$ cat config.mk
export PLATFORM = sky130hd
export DESIGN_NAME = pcs_command_trigger
export DESIGN_NICKNAME = d
export VERILOG_FILES = /design/src/hdl/pcs_pkg.sv /design/src/hdl/pcs_command_trigger.sv /design/src/hdl/pcs_req_latch.sv
export VERILOG_INCLUDE_DIRS = /design/src /design/src/hdl
export SDC_FILE = /design/constraint.sdc
export NUM_CORES = 1
export LEC_CHECK = 0
export ABC_CLOCK_PERIOD_IN_PS = 2450
export CAP_MARGIN = 20
export CORE_ASPECT_RATIO = 1.4
export CORE_MARGIN = 1
export CORE_UTILIZATION = 56
export DETAILED_ROUTE_END_ITERATION = 8
export DONT_BUFFER_PORTS = 1
export GPL_TIMING_DRIVEN = 0
export PLACE_DENSITY = 0.71
export SYNTH_ARGS = -nofsm -noshare
export SYNTH_HDL_FRONTEND = slang
export SYNTH_HIERARCHICAL = 1
export SYNTH_SLANG_ARGS = --single-unit
$ cat constraint.sdc
create_clock -name clk_sys -period 2.45 [get_ports clk_sys]
set_clock_uncertainty 0.15 [all_clocks]
set_input_delay 0.49 -clock clk_sys [delete_from_list [all_inputs] [get_ports clk_sys]]
set_output_delay 0.49 -clock clk_sys [all_outputs]
set_load 0.1 [all_outputs]
$ cat src/hdl/pcs_regs.svh
`ifndef PCS_REGS_SVH
`define PCS_REGS_SVH

// ==========================================================
// port addresses
`define PCS_PORT_CMD_FIRST 16'h0020
`define PCS_PORT_CMD_SECOND 16'h00a0
`define PCS_PORT_TRIG_LOW 16'h04d0
`define PCS_PORT_TRIG_HIGH 16'h04d1
`define PCS_PORT_DATA_STEP 16'h0001

// ==========================================================
// command word field positions
`define PCS_BIT_SPECIAL_MASK_SET 6
`define PCS_BIT_SPECIAL_MASK_WE 5
`define PCS_BIT_FIRST_INIT_WORD 4
`define PCS_BIT_THIRD_CMD_SELECT 3
`define PCS_BIT_POLL 2
`define PCS_BIT_READ_SELECT_EN 1
`define PCS_BIT_READ_SELECT_SRC 0
`define PCS_BIT_POLL_VALID 7

// ==========================================================
// reset values
`define PCS_TRIG_RESET 8'h00
`define PCS_SPECIAL_MASK_RESET 1'b0
`define PCS_POLL_ARMED_RESET 1'b0

`endif

$ cat src/hdl/pcs_pkg.sv
package pcs_pkg;

	typedef enum logic {
		pcs_read_request,
		pcs_read_service
	} pcs_read_sel_type;

	typedef logic [7:0] pcs_byte_type;

endpackage : pcs_pkg

$ cat src/hdl/pcs_command_trigger.sv
`timescale 1ns/100ps
`include "pcs_regs.svh"
// Operation
// (RULE_01) poll command turns next read into acknowledge
// (RULE_02) read select picks pending or in-service bits
// (RULE_03) read select clear leaves selection unchanged
// (RULE_04) status selection retained across reads
// (RULE_05) init completion defaults reads to pending bits
// (RULE_06) enable bit gates special mask mode change
// (RULE_07) command word decoded only when bits 4:3 are 01
// (RULE_08) command ports at 020h and 0A0h
// (RULE_09) reset selects pending bits, special mask off
// (RULE_10) two trigger select registers at 04D0h, 04D1h
// (RULE_11) software keeps inputs 0,1,2,8,13 edge triggered
// (RULE_12) reset clears trigger select registers to 00h
// (RULE_13) bit 0 edge, 1 level; low/high registers
// (RULE_14) level-to-edge switch latches request even masked
// (RULE_15) special mask mode ignores in-service priority
module pcs_command_trigger #(
	parameter int NUM_INPUTS = 8
) (
	input wire logic clk_sys,
	input wire logic reset,
	input wire logic [15:0] io_addr,
	input wire logic io_wr,
	input wire logic io_rd,
	input wire pcs_pkg::pcs_byte_type io_wdata,
	output pcs_pkg::pcs_byte_type io_rdata,
	output logic io_rdata_valid,
	output logic io_claim,
	input wire logic [15:0] irq_line,
	input wire logic [15:0] irq_mask,
	input wire logic [15:0] in_service,
	input wire logic [1:0] init_done,
	output logic [1:0] init_word_write,
	output logic [1:0] int_req,
	output logic [1:0] poll_ack,
	output logic [2:0] poll_ack_level,
	output logic [1:0] special_mask_mode,
	output logic [15:0] trigger_select
);
	import pcs_pkg::*;

	// refused at elaboration, the priority logic is eight inputs wide
	if (NUM_INPUTS != 8) begin : g_bad_inputs
		$error("pcs_command_trigger serves exactly eight inputs per controller");
	end

	// ==========================================================
	// helpers

	function automatic logic [15:0] cmd_port(input logic idx);
		return idx ? `PCS_PORT_CMD_SECOND : `PCS_PORT_CMD_FIRST; // see (RULE_08)
	endfunction : cmd_port

	// returns {found, level}; fixed priority, level 0 highest
	function automatic logic [3:0] pick_level(
		input logic [7:0] req,
		input logic [7:0] svc,
		input logic [7:0] mask,
		input logic special_mask_set
	);
		logic [7:0] elig;
		logic [3:0] result;
		logic blocked;
		elig = req & ~mask;
		result = 4'h0;
		blocked = 1'b0;
		if (special_mask_set) begin
			elig = elig & ~svc; // see (RULE_15)
		end
		for (int i = 0; i < 8; i++) begin
			if (!blocked && !result[3]) begin
				if (elig[i]) begin
					result = {1'b1, 3'(i)};
				end else if (svc[i] && !special_mask_set) begin
					blocked = 1'b1;
				end
			end
		end
		return result;
	endfunction : pick_level

	// ==========================================================
	// trigger select registers

	logic [7:0] trig_low_reg, trig_low_next;
	logic [7:0] trig_high_reg, trig_high_next;

	always_comb begin
		trig_low_next = trig_low_reg;
		trig_high_next = trig_high_reg;
		if (io_wr && io_addr == `PCS_PORT_TRIG_LOW) begin
			trig_low_next = io_wdata; // see (RULE_10)
		end
		if (io_wr && io_addr == `PCS_PORT_TRIG_HIGH) begin
			trig_high_next = io_wdata; // see (RULE_10)
		end
	end

	always_ff @(posedge clk_sys) begin
		if (reset) begin
			trig_low_reg <= `PCS_TRIG_RESET; // see (RULE_12)
			trig_high_reg <= `PCS_TRIG_RESET; // see (RULE_12)
		end else begin
			trig_low_reg <= trig_low_next;
			trig_high_reg <= trig_high_next;
		end
	end

	// high register covers inputs 8 to 15
	assign trigger_select = {trig_high_reg, trig_low_reg}; // see (RULE_13)

	// ==========================================================
	// request latches

	logic [15:0] pending;
	logic [15:0] ack_vec;

	pcs_req_latch #(
		.WIDTH(16)
	) pcs_req_latch_inst (
		.clk_sys(clk_sys),
		.reset(reset),
		.irq_line(irq_line),
		.level_sel(trigger_select),
		.ack(ack_vec),
		.pending(pending)
	);

	// ==========================================================
	// command word state per controller

	pcs_read_sel_type read_sel_reg [2];
	pcs_read_sel_type read_sel_next [2];
	logic [1:0] smm_reg, smm_next;
	logic [1:0] poll_armed_reg, poll_armed_next;
	logic [1:0] init_wr_reg, init_wr_next;
	logic [1:0] poll_ack_reg, poll_ack_next;
	logic [2:0] poll_level_reg, poll_level_next;
	pcs_byte_type rdata_reg, rdata_next;
	logic rvalid_reg, rvalid_next;
	logic [3:0] pick [2];
	logic [1:0] hit_cmd, hit_data;
	logic hit_trig;

	always_comb begin
		for (int c = 0; c < 2; c++) begin
			pick[c] = pick_level(pending[c*8 +: 8], in_service[c*8 +: 8],
				irq_mask[c*8 +: 8], smm_reg[c]);
			hit_cmd[c] = io_addr == cmd_port(c[0]);
			hit_data[c] = io_addr == cmd_port(c[0]) + `PCS_PORT_DATA_STEP;
		end
		hit_trig = io_addr == `PCS_PORT_TRIG_LOW || io_addr == `PCS_PORT_TRIG_HIGH;
	end

	always_comb begin
		ack_vec = '0;
		rdata_next = rdata_reg;
		rvalid_next = 1'b0;
		poll_ack_next = 2'b00;
		poll_level_next = poll_level_reg;
		init_wr_next = 2'b00;
		for (int c = 0; c < 2; c++) begin
			read_sel_next[c] = read_sel_reg[c];
			smm_next[c] = smm_reg[c];
			poll_armed_next[c] = poll_armed_reg[c];
			// read side first so a same-cycle write can re-arm the poll
			if (io_rd && (hit_cmd[c] || hit_data[c]) && poll_armed_reg[c]) begin
				rdata_next = {pick[c][3], 4'h0, pick[c][2:0]}; // see (RULE_01)
				rvalid_next = 1'b1;
				poll_armed_next[c] = 1'b0;
				if (pick[c][3]) begin
					ack_vec[c*8 + int'(pick[c][2:0])] = 1'b1;
					poll_ack_next[c] = 1'b1;
					poll_level_next = pick[c][2:0];
				end
			end else if (io_rd && hit_cmd[c]) begin
				// selection held, no write needed before each read
				rdata_next = (read_sel_reg[c] == pcs_read_service) ?
					in_service[c*8 +: 8] : pending[c*8 +: 8]; // see (RULE_04)
				rvalid_next = 1'b1;
			end
			if (io_wr && hit_cmd[c]) begin
				if (io_wdata[`PCS_BIT_FIRST_INIT_WORD]) begin
					init_wr_next[c] = 1'b1; // see (RULE_07)
				end else if (io_wdata[`PCS_BIT_THIRD_CMD_SELECT]) begin // see (RULE_07)
					poll_armed_next[c] = io_wdata[`PCS_BIT_POLL]; // see (RULE_01)
					if (io_wdata[`PCS_BIT_SPECIAL_MASK_WE]) begin
						smm_next[c] = io_wdata[`PCS_BIT_SPECIAL_MASK_SET]; // see (RULE_06)
					end
					if (io_wdata[`PCS_BIT_READ_SELECT_EN]) begin // see (RULE_03)
						read_sel_next[c] = io_wdata[`PCS_BIT_READ_SELECT_SRC] ?
							pcs_read_service : pcs_read_request; // see (RULE_02)
					end
				end
			end
			if (init_done[c]) begin
				read_sel_next[c] = pcs_read_request; // see (RULE_05)
				smm_next[c] = `PCS_SPECIAL_MASK_RESET;
				poll_armed_next[c] = `PCS_POLL_ARMED_RESET;
			end
		end
		if (io_rd && hit_trig) begin
			rdata_next = (io_addr == `PCS_PORT_TRIG_LOW) ? trig_low_reg : trig_high_reg;
			rvalid_next = 1'b1;
		end
	end

	always_ff @(posedge clk_sys) begin
		if (reset) begin
			for (int c = 0; c < 2; c++) begin
				read_sel_reg[c] <= pcs_read_request; // see (RULE_09)
			end
			smm_reg <= {2{`PCS_SPECIAL_MASK_RESET}}; // see (RULE_09)
			poll_armed_reg <= {2{`PCS_POLL_ARMED_RESET}};
			init_wr_reg <= 2'b00;
			poll_ack_reg <= 2'b00;
			poll_level_reg <= 3'h0;
			rdata_reg <= 8'h00;
			rvalid_reg <= 1'b0;
		end else begin
			for (int c = 0; c < 2; c++) begin
				read_sel_reg[c] <= read_sel_next[c];
			end
			smm_reg <= smm_next;
			poll_armed_reg <= poll_armed_next;
			init_wr_reg <= init_wr_next;
			poll_ack_reg <= poll_ack_next;
			poll_level_reg <= poll_level_next;
			rdata_reg <= rdata_next;
			rvalid_reg <= rvalid_next;
		end
	end

	// ==========================================================
	// outputs

	// data ports are only claimed while a poll is pending there
	assign io_claim = io_rd && (hit_trig || (|hit_cmd) ||
		(|(hit_data & poll_armed_reg)));
	assign io_rdata = rdata_reg;
	assign io_rdata_valid = rvalid_reg;
	assign init_word_write = init_wr_reg;
	assign poll_ack = poll_ack_reg;
	assign poll_ack_level = poll_level_reg;
	assign special_mask_mode = smm_reg;
	assign int_req = {pick[1][3], pick[0][3]};

endmodule : pcs_command_trigger

$ cat src/hdl/pcs_req_latch.sv
`timescale 1ns/100ps
module pcs_req_latch #(
	parameter int WIDTH = 8
) (
	input wire logic clk_sys,
	input wire logic reset,
	input wire logic [WIDTH-1:0] irq_line,
	input wire logic [WIDTH-1:0] level_sel,
	input wire logic [WIDTH-1:0] ack,
	output logic [WIDTH-1:0] pending
);
	import pcs_pkg::*;

	logic [WIDTH-1:0] line_prev_reg, line_prev_next;
	logic [WIDTH-1:0] level_prev_reg, level_prev_next;
	logic [WIDTH-1:0] pend_reg, pend_next;
	logic [WIDTH-1:0] edge_set;
	logic [WIDTH-1:0] switch_set;

	always_comb begin
		line_prev_next = irq_line;
		level_prev_next = level_sel;
		edge_set = irq_line & ~line_prev_reg & ~level_sel;
		// masking happens downstream, so a masked input still latches here
		switch_set = irq_line & level_prev_reg & ~level_sel; // see (RULE_14)
		// set beats a same-cycle acknowledge so no edge is lost
		pend_next = (pend_reg & ~ack) | edge_set | switch_set;
		pend_next = (pend_next & ~level_sel) | (irq_line & level_sel); // see (RULE_13)
	end

	always_ff @(posedge clk_sys) begin
		if (reset) begin
			line_prev_reg <= '0;
			level_prev_reg <= '0;
			pend_reg <= '0;
		end else begin
			line_prev_reg <= line_prev_next;
			level_prev_reg <= level_prev_next;
			pend_reg <= pend_next;
		end
	end

	assign pending = pend_reg;

endmodule : pcs_req_latch

==> impl_metrics.csv, run 1 <==
group,metric,value,unit
setup_path,reg2regPathDepth,10,
setup_path,slowest_delay,0.54,ns
setup_path,crit_required,1.81,ns
power,p_switching,0.0009434,W
final_layout,final_util,72.09,%
power,p_clk_share,42.0,%
grt,grt_remaining_overflow,0,
synth,synth_edf_count,0,
synth,synth.cell_area,4979,µm²
route,wl_met2,7903,µm
synth,synth.most_common_cell,"dfxtp_1",
power,p_leak,2.204,nW
synth,yosys_register_bits,86,
setup_path,cpMaxStageDelayCell,"dfxtp_4",
setup_path,path_max_fanout,8,
power,switching_share,27.41,%
timing,slew_violations,0,
route,antenna_left,0,
placement,dp_hpwl,11480,µm
clocking,cts_buffers,9,
synth,synth_warnings,6,
die,die-area,9276,µm²
placement,dp_slack,-0.6158,ns
hold_path,hold_class,"primary input to register",
synth,synth.avg_cell_area,8.987,µm²
clocking,cts_tree,"done",
route,highest_layer,"met4",
die,die_h,113.6,µm
grt,grt_pass1_wl,23430,µm
setup_path,worstSetupEndpointType,"output port",
final_layout,diodes,0,
setup_path,r2r_slack,-0.54,ns
die,start_util,57.83,%
final_layout,fillCellCount,654,
timing,finalHoldViolCount,0,
synth,ys_seq_area_share,34.58,%
timing,setup_viol,26,
timing,rsz0062_at_grt,"yes",
clocking,root_buffer,"clkbuf_16",
clocking,clkTransAtPathRegs,0.07,ns
timing,period_minus_slack,3.138,ns
synth,synth_ff_type,"dfxtp_1",
synth,ys_types,74,
timing,worst_slack,-0.6882,ns
outcome,outcome,"finished with violations",
setup_path,start_kind,"register",
clocking,clock_latency,0.35,ns
timing,finalSetupTns,-9.072,ns
synth,synth_area_leader_cell,"dfxtp_1",
synth,yosys-top-cells-count,"dfxtp_1 (86), nor2_1 (62), nor2b_1 (46), mux2i_1 (41), nand2_1 (29)",
setup_path,r2r-start,"special_mask_mode[1]",
placement,portBuffers,0,
setup_path,startpoint,"special_mask_mode[0]",
route,wl_met1,5785,µm
placement,gp_congestion,0.9633,
synth,ys_top_cells_by_area,"dfxtp_1 (35%), mux2i_1 (8.2%), nor2b_1 (5.8%)",
route,wl_per_cell,22.47,µm
route,routed-via-count,4639,
timing,slew_headroom,21.19,%
synth,async_flop_share,0,%
grt,track_usage,34.34,%
route,drt_iter0_drc,256,
final_layout,layout.nets,676,
grt,grt_start_max_net_pins,17,
outcome,violations,"setup timing",
die,num_rows,40,
power,comb_power_share,15.2,%
setup_path,cp_cell_sequence,"buf_6 > buf_12 > nand2_4 > a32oi_2 > o311ai_4 > o21ai_2 > and2_4 > clkinvlp_4",
route,drc,0,
grt,antenna_found_initial,0,
grt,grt_pass1_vias,4570,
setup_path,crit_end,"int_req[0]",
route,wl,15910,µm
power,powerDensity,554.6,nW/µm²
power,intPower,0.002498,W
synth,synth.top_cell.area_share,34.58,%
clocking,cts_sinks,86,
timing,worst_slew_pin_slew,1.181,ns
setup_path,crit_arrival,2.50,ns
die,ioPinCount,115,
power,seqPwrFrac,42.8,%
route,viasPerCell,6.552,
final_layout,area_growth,24.65,%
timing,max_freq,318.7,MHz
timing,finalCritPeriodShare,128.1,%
synth,synth_cells,554,
flow_run,max_cap_viol_count,0,
setup_path,reg2reg_to,"pcs_req_latch_inst/pending[11]",
route,route.met3.wl,988,µm
final_layout,drive_above_1_share,26.04,%
die,die_x,81.69,µm
route,first_pass_iters,5,
synth,syn_nets,632,
setup_path,critPathKind,"register to output port",
die,core_area,8608,µm²
power,power.total,0.003442,W
clocking,clockBufferDepth,2,
power,max-vdd-ir-drop,517.6,µV
clocking,htreeDepth,3,
worst min-delay path by stage:
| stage | start | to | depth (start not counted) |
|---|---|---|---|
| after CTS | init_done[1] | poll_armed_reg[1] | 1 |
| after detailed placement | poll_armed_reg[0] | poll_armed_reg[0] | 2 |
| final | init_done[1] | poll_armed_reg[1] | 1 |
| after floorplan | poll_armed_reg[0] | poll_armed_reg[0] | 2 |
| after global routing | init_done[1] | read_sel_reg[0][1] | 1 |
| after global placement | poll_armed_reg[0] | poll_armed_reg[0] | 2 |
cells by family (layout without fill, tap and decap cells):
logic type	count (synthesis)	in the layout	synth area share (%)
and+or+nand+nor	258	258	33.07
AOI/OAI and AO/OA	129	129	19.48
DFF	86	86	34.58
muxes	45	45	9.148
buffers and inverters	36	85	3.719
per-stage QoR:
stage / cells / hold slack [ns] / area (µm²)
2_1_floorplan: 554 / 0.3065 / 5117
5_1_grt: 708 / 0.05416 / 6206
3_5_place_dp: 659 / 0.3320 / 5249
6_report: 708 / 0.05587 / 6206
4_1_cts: 701 / 0.05598 / 5939
3_3_place_gp: 659 / 0.3264 / 5249
area by class of cell:
| cell class | instances | area, µm² | area share [%] |
|---|---|---|---|
| Tap cell | 105 | 131.4 | 2.117 |
| Multi-Input combinational cell | 432 | 3467 | 55.87 |
| Buffer | 23 | 187.7 | 3.024 |
| Inverter | 12 | 63.81 | 1.028 |
| Timing Repair Buffer | 34 | 312.8 | 5.040 |
| Sequential cell | 86 | 1729 | 27.86 |
| Clock buffer | 10 | 239.0 | 3.851 |
| Clock inverter | 6 | 75.07 | 1.210 |
repair_timing:
action | in CTS | in global routing
endpoints found under the setup margin | 25 | 28
setup buffers | 26 | 7
pin swaps | 23 | 20
gates resized for setup | 41 | 42
hold buffers | 0 | 0
routing by layer:
layer,global-route usage (%),vias to the layer above
met3,8.000,74
met1,35.37,2227
li1,-,2136
met2,59.61,202
met4,24.09,0
met5,0,-
worst max-delay path, delay by kind of cell (launching register included):
family / cells / cell delay (ns)
DFF: 1 / 0.54
AOI/OAI and AO/OA: 3 / 0.62
buffers and inverters: 3 / 0.74
and+or+nand+nor: 2 / 0.23
power by group through the flow:
stage	Combinational, W	Clock (W)	Sequential [W]
global placement	0.000407	0	0.00150
finish	0.000524	0.00144	0.00147
global route	0.000556	0.00150	0.00148
floorplan	0.000350	0	0.00148
CTS	0.000463	0.00145	0.00147
detailed placement	0.000415	0	0.00150
cells in the final DEF, fill, tap and decap left out, drive strengths merged, types with 2 or more instances in the layout:
cell type and instances:
dfxtp 86, nor2 62, buf 47, nor2b 46, mux2i 41, nand2 32
a21oi 23, or3b 20, nand2b 20, clkbuf 20, nor4b 18, o21ai 18
a21o 17, inv 13, a211oi 12, nor3 12, o22ai 11, nand3 10
nor3b 7, and2 6, o22a 5, nor4 5, a221oi 5, o211ai 4
mux2 4, clkinvlp 4, or3 4, nand4 4, and3 4, a31oi 4
a32oi 4, or2 4, a311oi 3, o311ai 3, o221ai 2, a22oi 2
o31a 2, a2111oi 2
(Power assumes the default switching activity.)
==> run 2, diff against run 1 <==
CORE_UTILIZATION = 40   (was 56)
PLACE_DENSITY = 0.53   (was 0.71)
==> impl_metrics.csv, run 2 (synthesis results as in run 1) <==
group,metric,value,unit
outcome,outcome,"finished with violations",
outcome,violations,"setup timing",
clocking,cts_tree,"done",
timing,worst_slew_pin_slew,1.205,ns
route,first_pass_iters,4,
final_layout,final_util,52.68,%
power,power.total,0.003484,W
grt,grt_pass1_vias,4593,
timing,slew_headroom,19.57,%
placement,dp_hpwl,12940,µm
route,drt_iter0_drc,161,
hold_path,hold_class,"primary input to register",
route,antenna_left,0,
final_layout,drive_above_1_share,27.17,%
power,max-vdd-ir-drop,471.9,µV
timing,rsz0062_at_grt,"yes",
setup_path,cpMaxStageDelayCell,"dfxtp_4",
grt,grt_pass1_wl,25350,µm
route,wl,16780,µm
grt,antenna_found_initial,0,
clocking,cts_buffers,9,
route,routed-via-count,4474,
flow_run,max_cap_viol_count,0,
clocking,root_buffer,"clkbuf_16",
die,die-area,12900,µm²
final_layout,diodes,0,
final_layout,area_growth,26.94,%
die,core_area,12000,µm²
grt,grt_remaining_overflow,0,
power,p_leak,2.254,nW
route,drc,0,
setup_path,critPathKind,"register to output port",
die,ioPinCount,115,
placement,placed_area,5340,µm²
clocking,cts_sinks,86,
route,wl_per_cell,22.13,µm
timing,finalHoldViolCount,0,
die,die_x,96.29,µm
die,start_util,41.50,%
timing,finalCritPeriodShare,128.3,%
final_layout,final_common_cell,"dfxtp_1",
setup_path,slowest_delay,0.45,ns
timing,hold_slack,0.05951,ns
placement,dp_slack,-0.6459,ns
clocking,clkTransAtPathRegs,0.07,ns
final_layout,fillCellCount,1136,
grt,grt_start_max_net_pins,17,
timing,setup_viol,25,
setup_path,path_max_fanout,7,
die,num_rows,47,
final_layout,final_area,6320,µm²
clocking,clockBufferDepth,2,
timing,worst_slack,-0.6921,ns
final_layout,layout.nets,684,
final_layout,multiInputGateArea,3426,µm²
timing,max_freq,318.3,MHz
setup_path,crit_required,1.81,ns
grt,track_usage,26.79,%
setup_path,start_kind,"register",
final_layout,seq_area,1729,µm²
route,viasPerCell,5.902,
final_layout,layout_common_cells,"dfxtp_1 (84), nor2_1 (50), nor2b_1 (43)",
power,powerDensity,551.3,nW/µm²
placement,portBuffers,0,
timing,slew_violations,0,
clocking,htreeDepth,3,
die,die_h,134,µm
setup_path,crit_arrival,2.50,ns
timing,period_minus_slack,3.142,ns
placement,gp_congestion,0.9104,
setup_path,worstSetupEndpointType,"output port",
setup_path,cp_cell_sequence,"buf_8 > buf_12 > buf_4 > nor3b_1 > o31a_1 > o21ai_2 > and2_4 > buf_6 > clkinvlp_4",
clocking,clock_latency,0.35,ns
==> run 2: cell count changes in the layout (fill, tap and decap cells not counted), sizes merged <==
cell      change
buf           +9
clkinvlp      -1
clkbuf        -1
clkinv        +1
==> run 2: through the flow <==
step	TNS, ns	std cells
after floorplan	-2.739	554
after global placement	-10.19	701
after detailed placement	-10.58	703
after CTS	-10.03	747
after global routing	-11.60	758
final	-9.407	758
==> run 2: final cells by class <==
type / instances / area share (%)
buffer: 23 / 2.712
multi-input combinational: 432 / 54.21
sequential: 86 / 27.36
inverter: 12 / 1.010
timing repair buffer: 42 / 6.692
clock buffer: 10 / 3.960
clock inverter: 6 / 1.148
tap: 147 / 2.910
==> run 2: worst max-delay path: cells and delay by family, from the launching register on <==
kind	cells	cell delay [ns]
compound gates	2	0.47
simple gates	2	0.30
flops	1	0.45
buf+inv	5	0.94
==> run 2: path summary, 6_finish.rpt <==
path / from / to / slack, ns / cells after the start
max: special_mask_mode[0] / int_req[0] / -0.69 / 9
min: init_done[0] / special_mask_mode[0] / 0.06 / 1
max reg2reg: special_mask_mode[1] / pcs_req_latch_inst/pending[13] / -0.61 / 9
min reg2reg: poll_armed_reg[0] / poll_armed_reg[0] / 0.35 / 2
==> run 2: report_power, final <==
part           internal [W]  switching, W  total (W)
clock network      0.000869      0.000620    0.00149
logic              0.000231      0.000292   0.000522
registers           0.00144     0.0000374    0.00147
total               0.00254      0.000949    0.00348
==> run 2: what timing repair did <==
item,4_1_cts,5_1_grt
pin swaps,29,27
buffers inserted,27,14
endpoints found under the setup margin,25,27
resized for setup,46,30
cloned,1,0
hold buffers,0,0
==> run 2: layer usage <==
layer  up-vias  GRT usage (%)  part of all wire, %
met5         -              0                    0
met4         0          13.68                  5.0
met3        42          6.803                  5.5
met2       142          49.09                   54
met1      2146          27.09                   36
li1       2144              -                    -
==> run 3, diff against run 2 <==
HOLD_SLACK_MARGIN = 0.12   (was not set)
==> impl_metrics.csv, run 3 (synthesis results as in run 1) <==
group,metric,value,unit
route,routed-via-count,4499,
outcome,violations,"setup timing",
setup_path,critPathKind,"register to output port",
die,die-area,12900,µm²
grt,antenna_found_initial,0,
clocking,root_buffer,"clkbuf_16",
final_layout,stdcell_count,760,
setup_path,path_max_fanout,7,
die,die_x,96.29,µm
grt,busiest_layer,"met2",
placement,gp_congestion,0.9104,
timing,worst_slack,-0.6931,ns
setup_path,start_kind,"register",
clocking,clock_latency,0.35,ns
setup_path,worstSetupEndpointType,"output port",
placement,dp.cells,703,
route,wl,16820,µm
setup_path,crit_required,1.81,ns
final_layout,final_common_cell,"dfxtp_1",
clocking,htreeDepth,3,
route,wl_per_cell,22.13,µm
setup_path,reg2regPathDepth,9,
final_layout,drive_above_1_share,27.08,%
die,die_h,134,µm
final_layout,final_util,52.85,%
power,max-vdd-ir-drop,471.2,µV
setup_path,cpMaxStageDelayCell,"dfxtp_4",
clocking,clkTransAtPathRegs,0.07,ns
timing,slew_violations,0,
clocking,clockBufferDepth,2,
placement,portBuffers,0,
setup_path,slowest_delay,0.45,ns
hold_path,hold_class,"primary input to register",
route,first_pass_iters,4,
grt,grt_pass1_vias,4600,
timing,setup_viol,25,
grt,track_usage,26.79,%
clocking,cts_tree,"done",
final_layout,layout.nets,686,
timing,finalCritPeriodShare,128.3,%
clocking,cts_sinks,86,
die,num_rows,47,
final_layout,fillCellCount,1136,
route,viasPerCell,5.920,
timing,worst_slew_pin_slew,1.208,ns
power,powerDensity,549.7,nW/µm²
route,drc,0,
final_layout,layout_common_cells,"dfxtp_1 (84), nor2_1 (50), nor2b_1 (43)",
grt,grt_pass1_wl,25360,µm
power,p_leak,2.263,nW
timing,hold_slack,0.1489,ns
grt,grt_start_max_net_pins,17,
timing,max_freq,318.2,MHz
grt,grt_use_met3,6.803,%
timing,finalHoldViolCount,0,
die,ioPinCount,115,
setup_path,cp_cell_sequence,"buf_8 > buf_12 > buf_4 > nor3b_1 > o31a_1 > o21ai_2 > and2_4 > buf_6 > clkinvlp_4",
setup_path,crit_arrival,2.50,ns
timing,rsz0062_at_grt,"yes",
hold_path,hold_depth,2,
grt,grt_remaining_overflow,0,
timing,slew_headroom,19.34,%
timing,period_minus_slack,3.143,ns
final_layout,diodes,0,
flow_run,max_cap_viol_count,0,
power,power.total,0.003485,W
outcome,outcome,"finished with violations",
die,start_util,41.50,%
clocking,cts_buffers,9,
route,antenna_left,0,
grt,globalRouteMet1Util,27.02,%
final_layout,area_growth,27.34,%
placement,dp_hpwl,12940,µm
die,core_area,12000,µm²
grt,use_met2,49.21,%
route,drt_iter0_drc,159,
-- run 3: cell count changes in the layout (fill, tap and decap cells not counted), sizes merged --
cell	before	now
dlygate4sd3	0	2
-- run 3: worst max-delay path, delay by kind of cell, from the launching register on --
family / cells / cell delay, ns
and+or+nand+nor: 2 / 0.30
DFF: 1 / 0.45
buffers and inverters: 5 / 0.94
AOI/OAI and AO/OA: 2 / 0.47
-- run 3: final cells by class --
class	instances	area, µm²	share of cell area [%]
inverter	12	63.81	1.007
sequential	86	1729	27.27
clock inverter	6	72.57	1.145
timing repair buffer	44	442.9	6.986
tap	147	183.9	2.901
buffer	23	171.4	2.704
clock buffer	10	250.2	3.947
multi-input combinational	432	3426	54.04
-- run 3: path summary, 6_finish.rpt --
check | from | end | slack, ns
max reg2reg | special_mask_mode[1] | pcs_req_latch_inst/pending[11] | -0.61
max | special_mask_mode[0] | int_req[0] | -0.69
min | io_wdata[5] | trig_low_reg[5] | 0.15
min reg2reg | poll_armed_reg[0] | poll_armed_reg[0] | 0.36
-- run 3: layer usage --
layer	wire, µm	vias to the layer above
li1	-	2145
met1	6021	2170
met2	8935	137
met3	973	47
met4	889	0
met5	0	-
-- run 3: metrics by stage --
| stage | setup TNS, ns | worst slack (ns) | cell area (µm²) |
|---|---|---|---|
| floorplan | -2.739 | -0.3628 | 5117 |
| global placement | -10.19 | -0.6393 | 5301 |
| detailed placement | -10.58 | -0.6459 | 5340 |
| CTS | -10.03 | -0.6747 | 6110 |
| global route | -11.60 | -0.7426 | 6340 |
| finish | -9.478 | -0.6931 | 6340 |
-- run 3: timing repair --
action / 4_1_cts / 5_1_grt
resized for setup: 46 / 30
hold buffers: 2 / 0
pin swaps: 29 / 27
hold endpoints to repair: 6 / 0
setup buffers: 27 / 14
cloned: 1 / 0
setup endpoints to repair: 25 / 27
-- run 3: power breakdown --
part	internal [W]	total [W]	switching (W)	leakage, nW
Clock	0.000869	0.00149	0.000617	0.161
Combinational	0.000233	0.000526	0.000294	1.40
Sequential	0.00144	0.00147	0.0000371	0.704
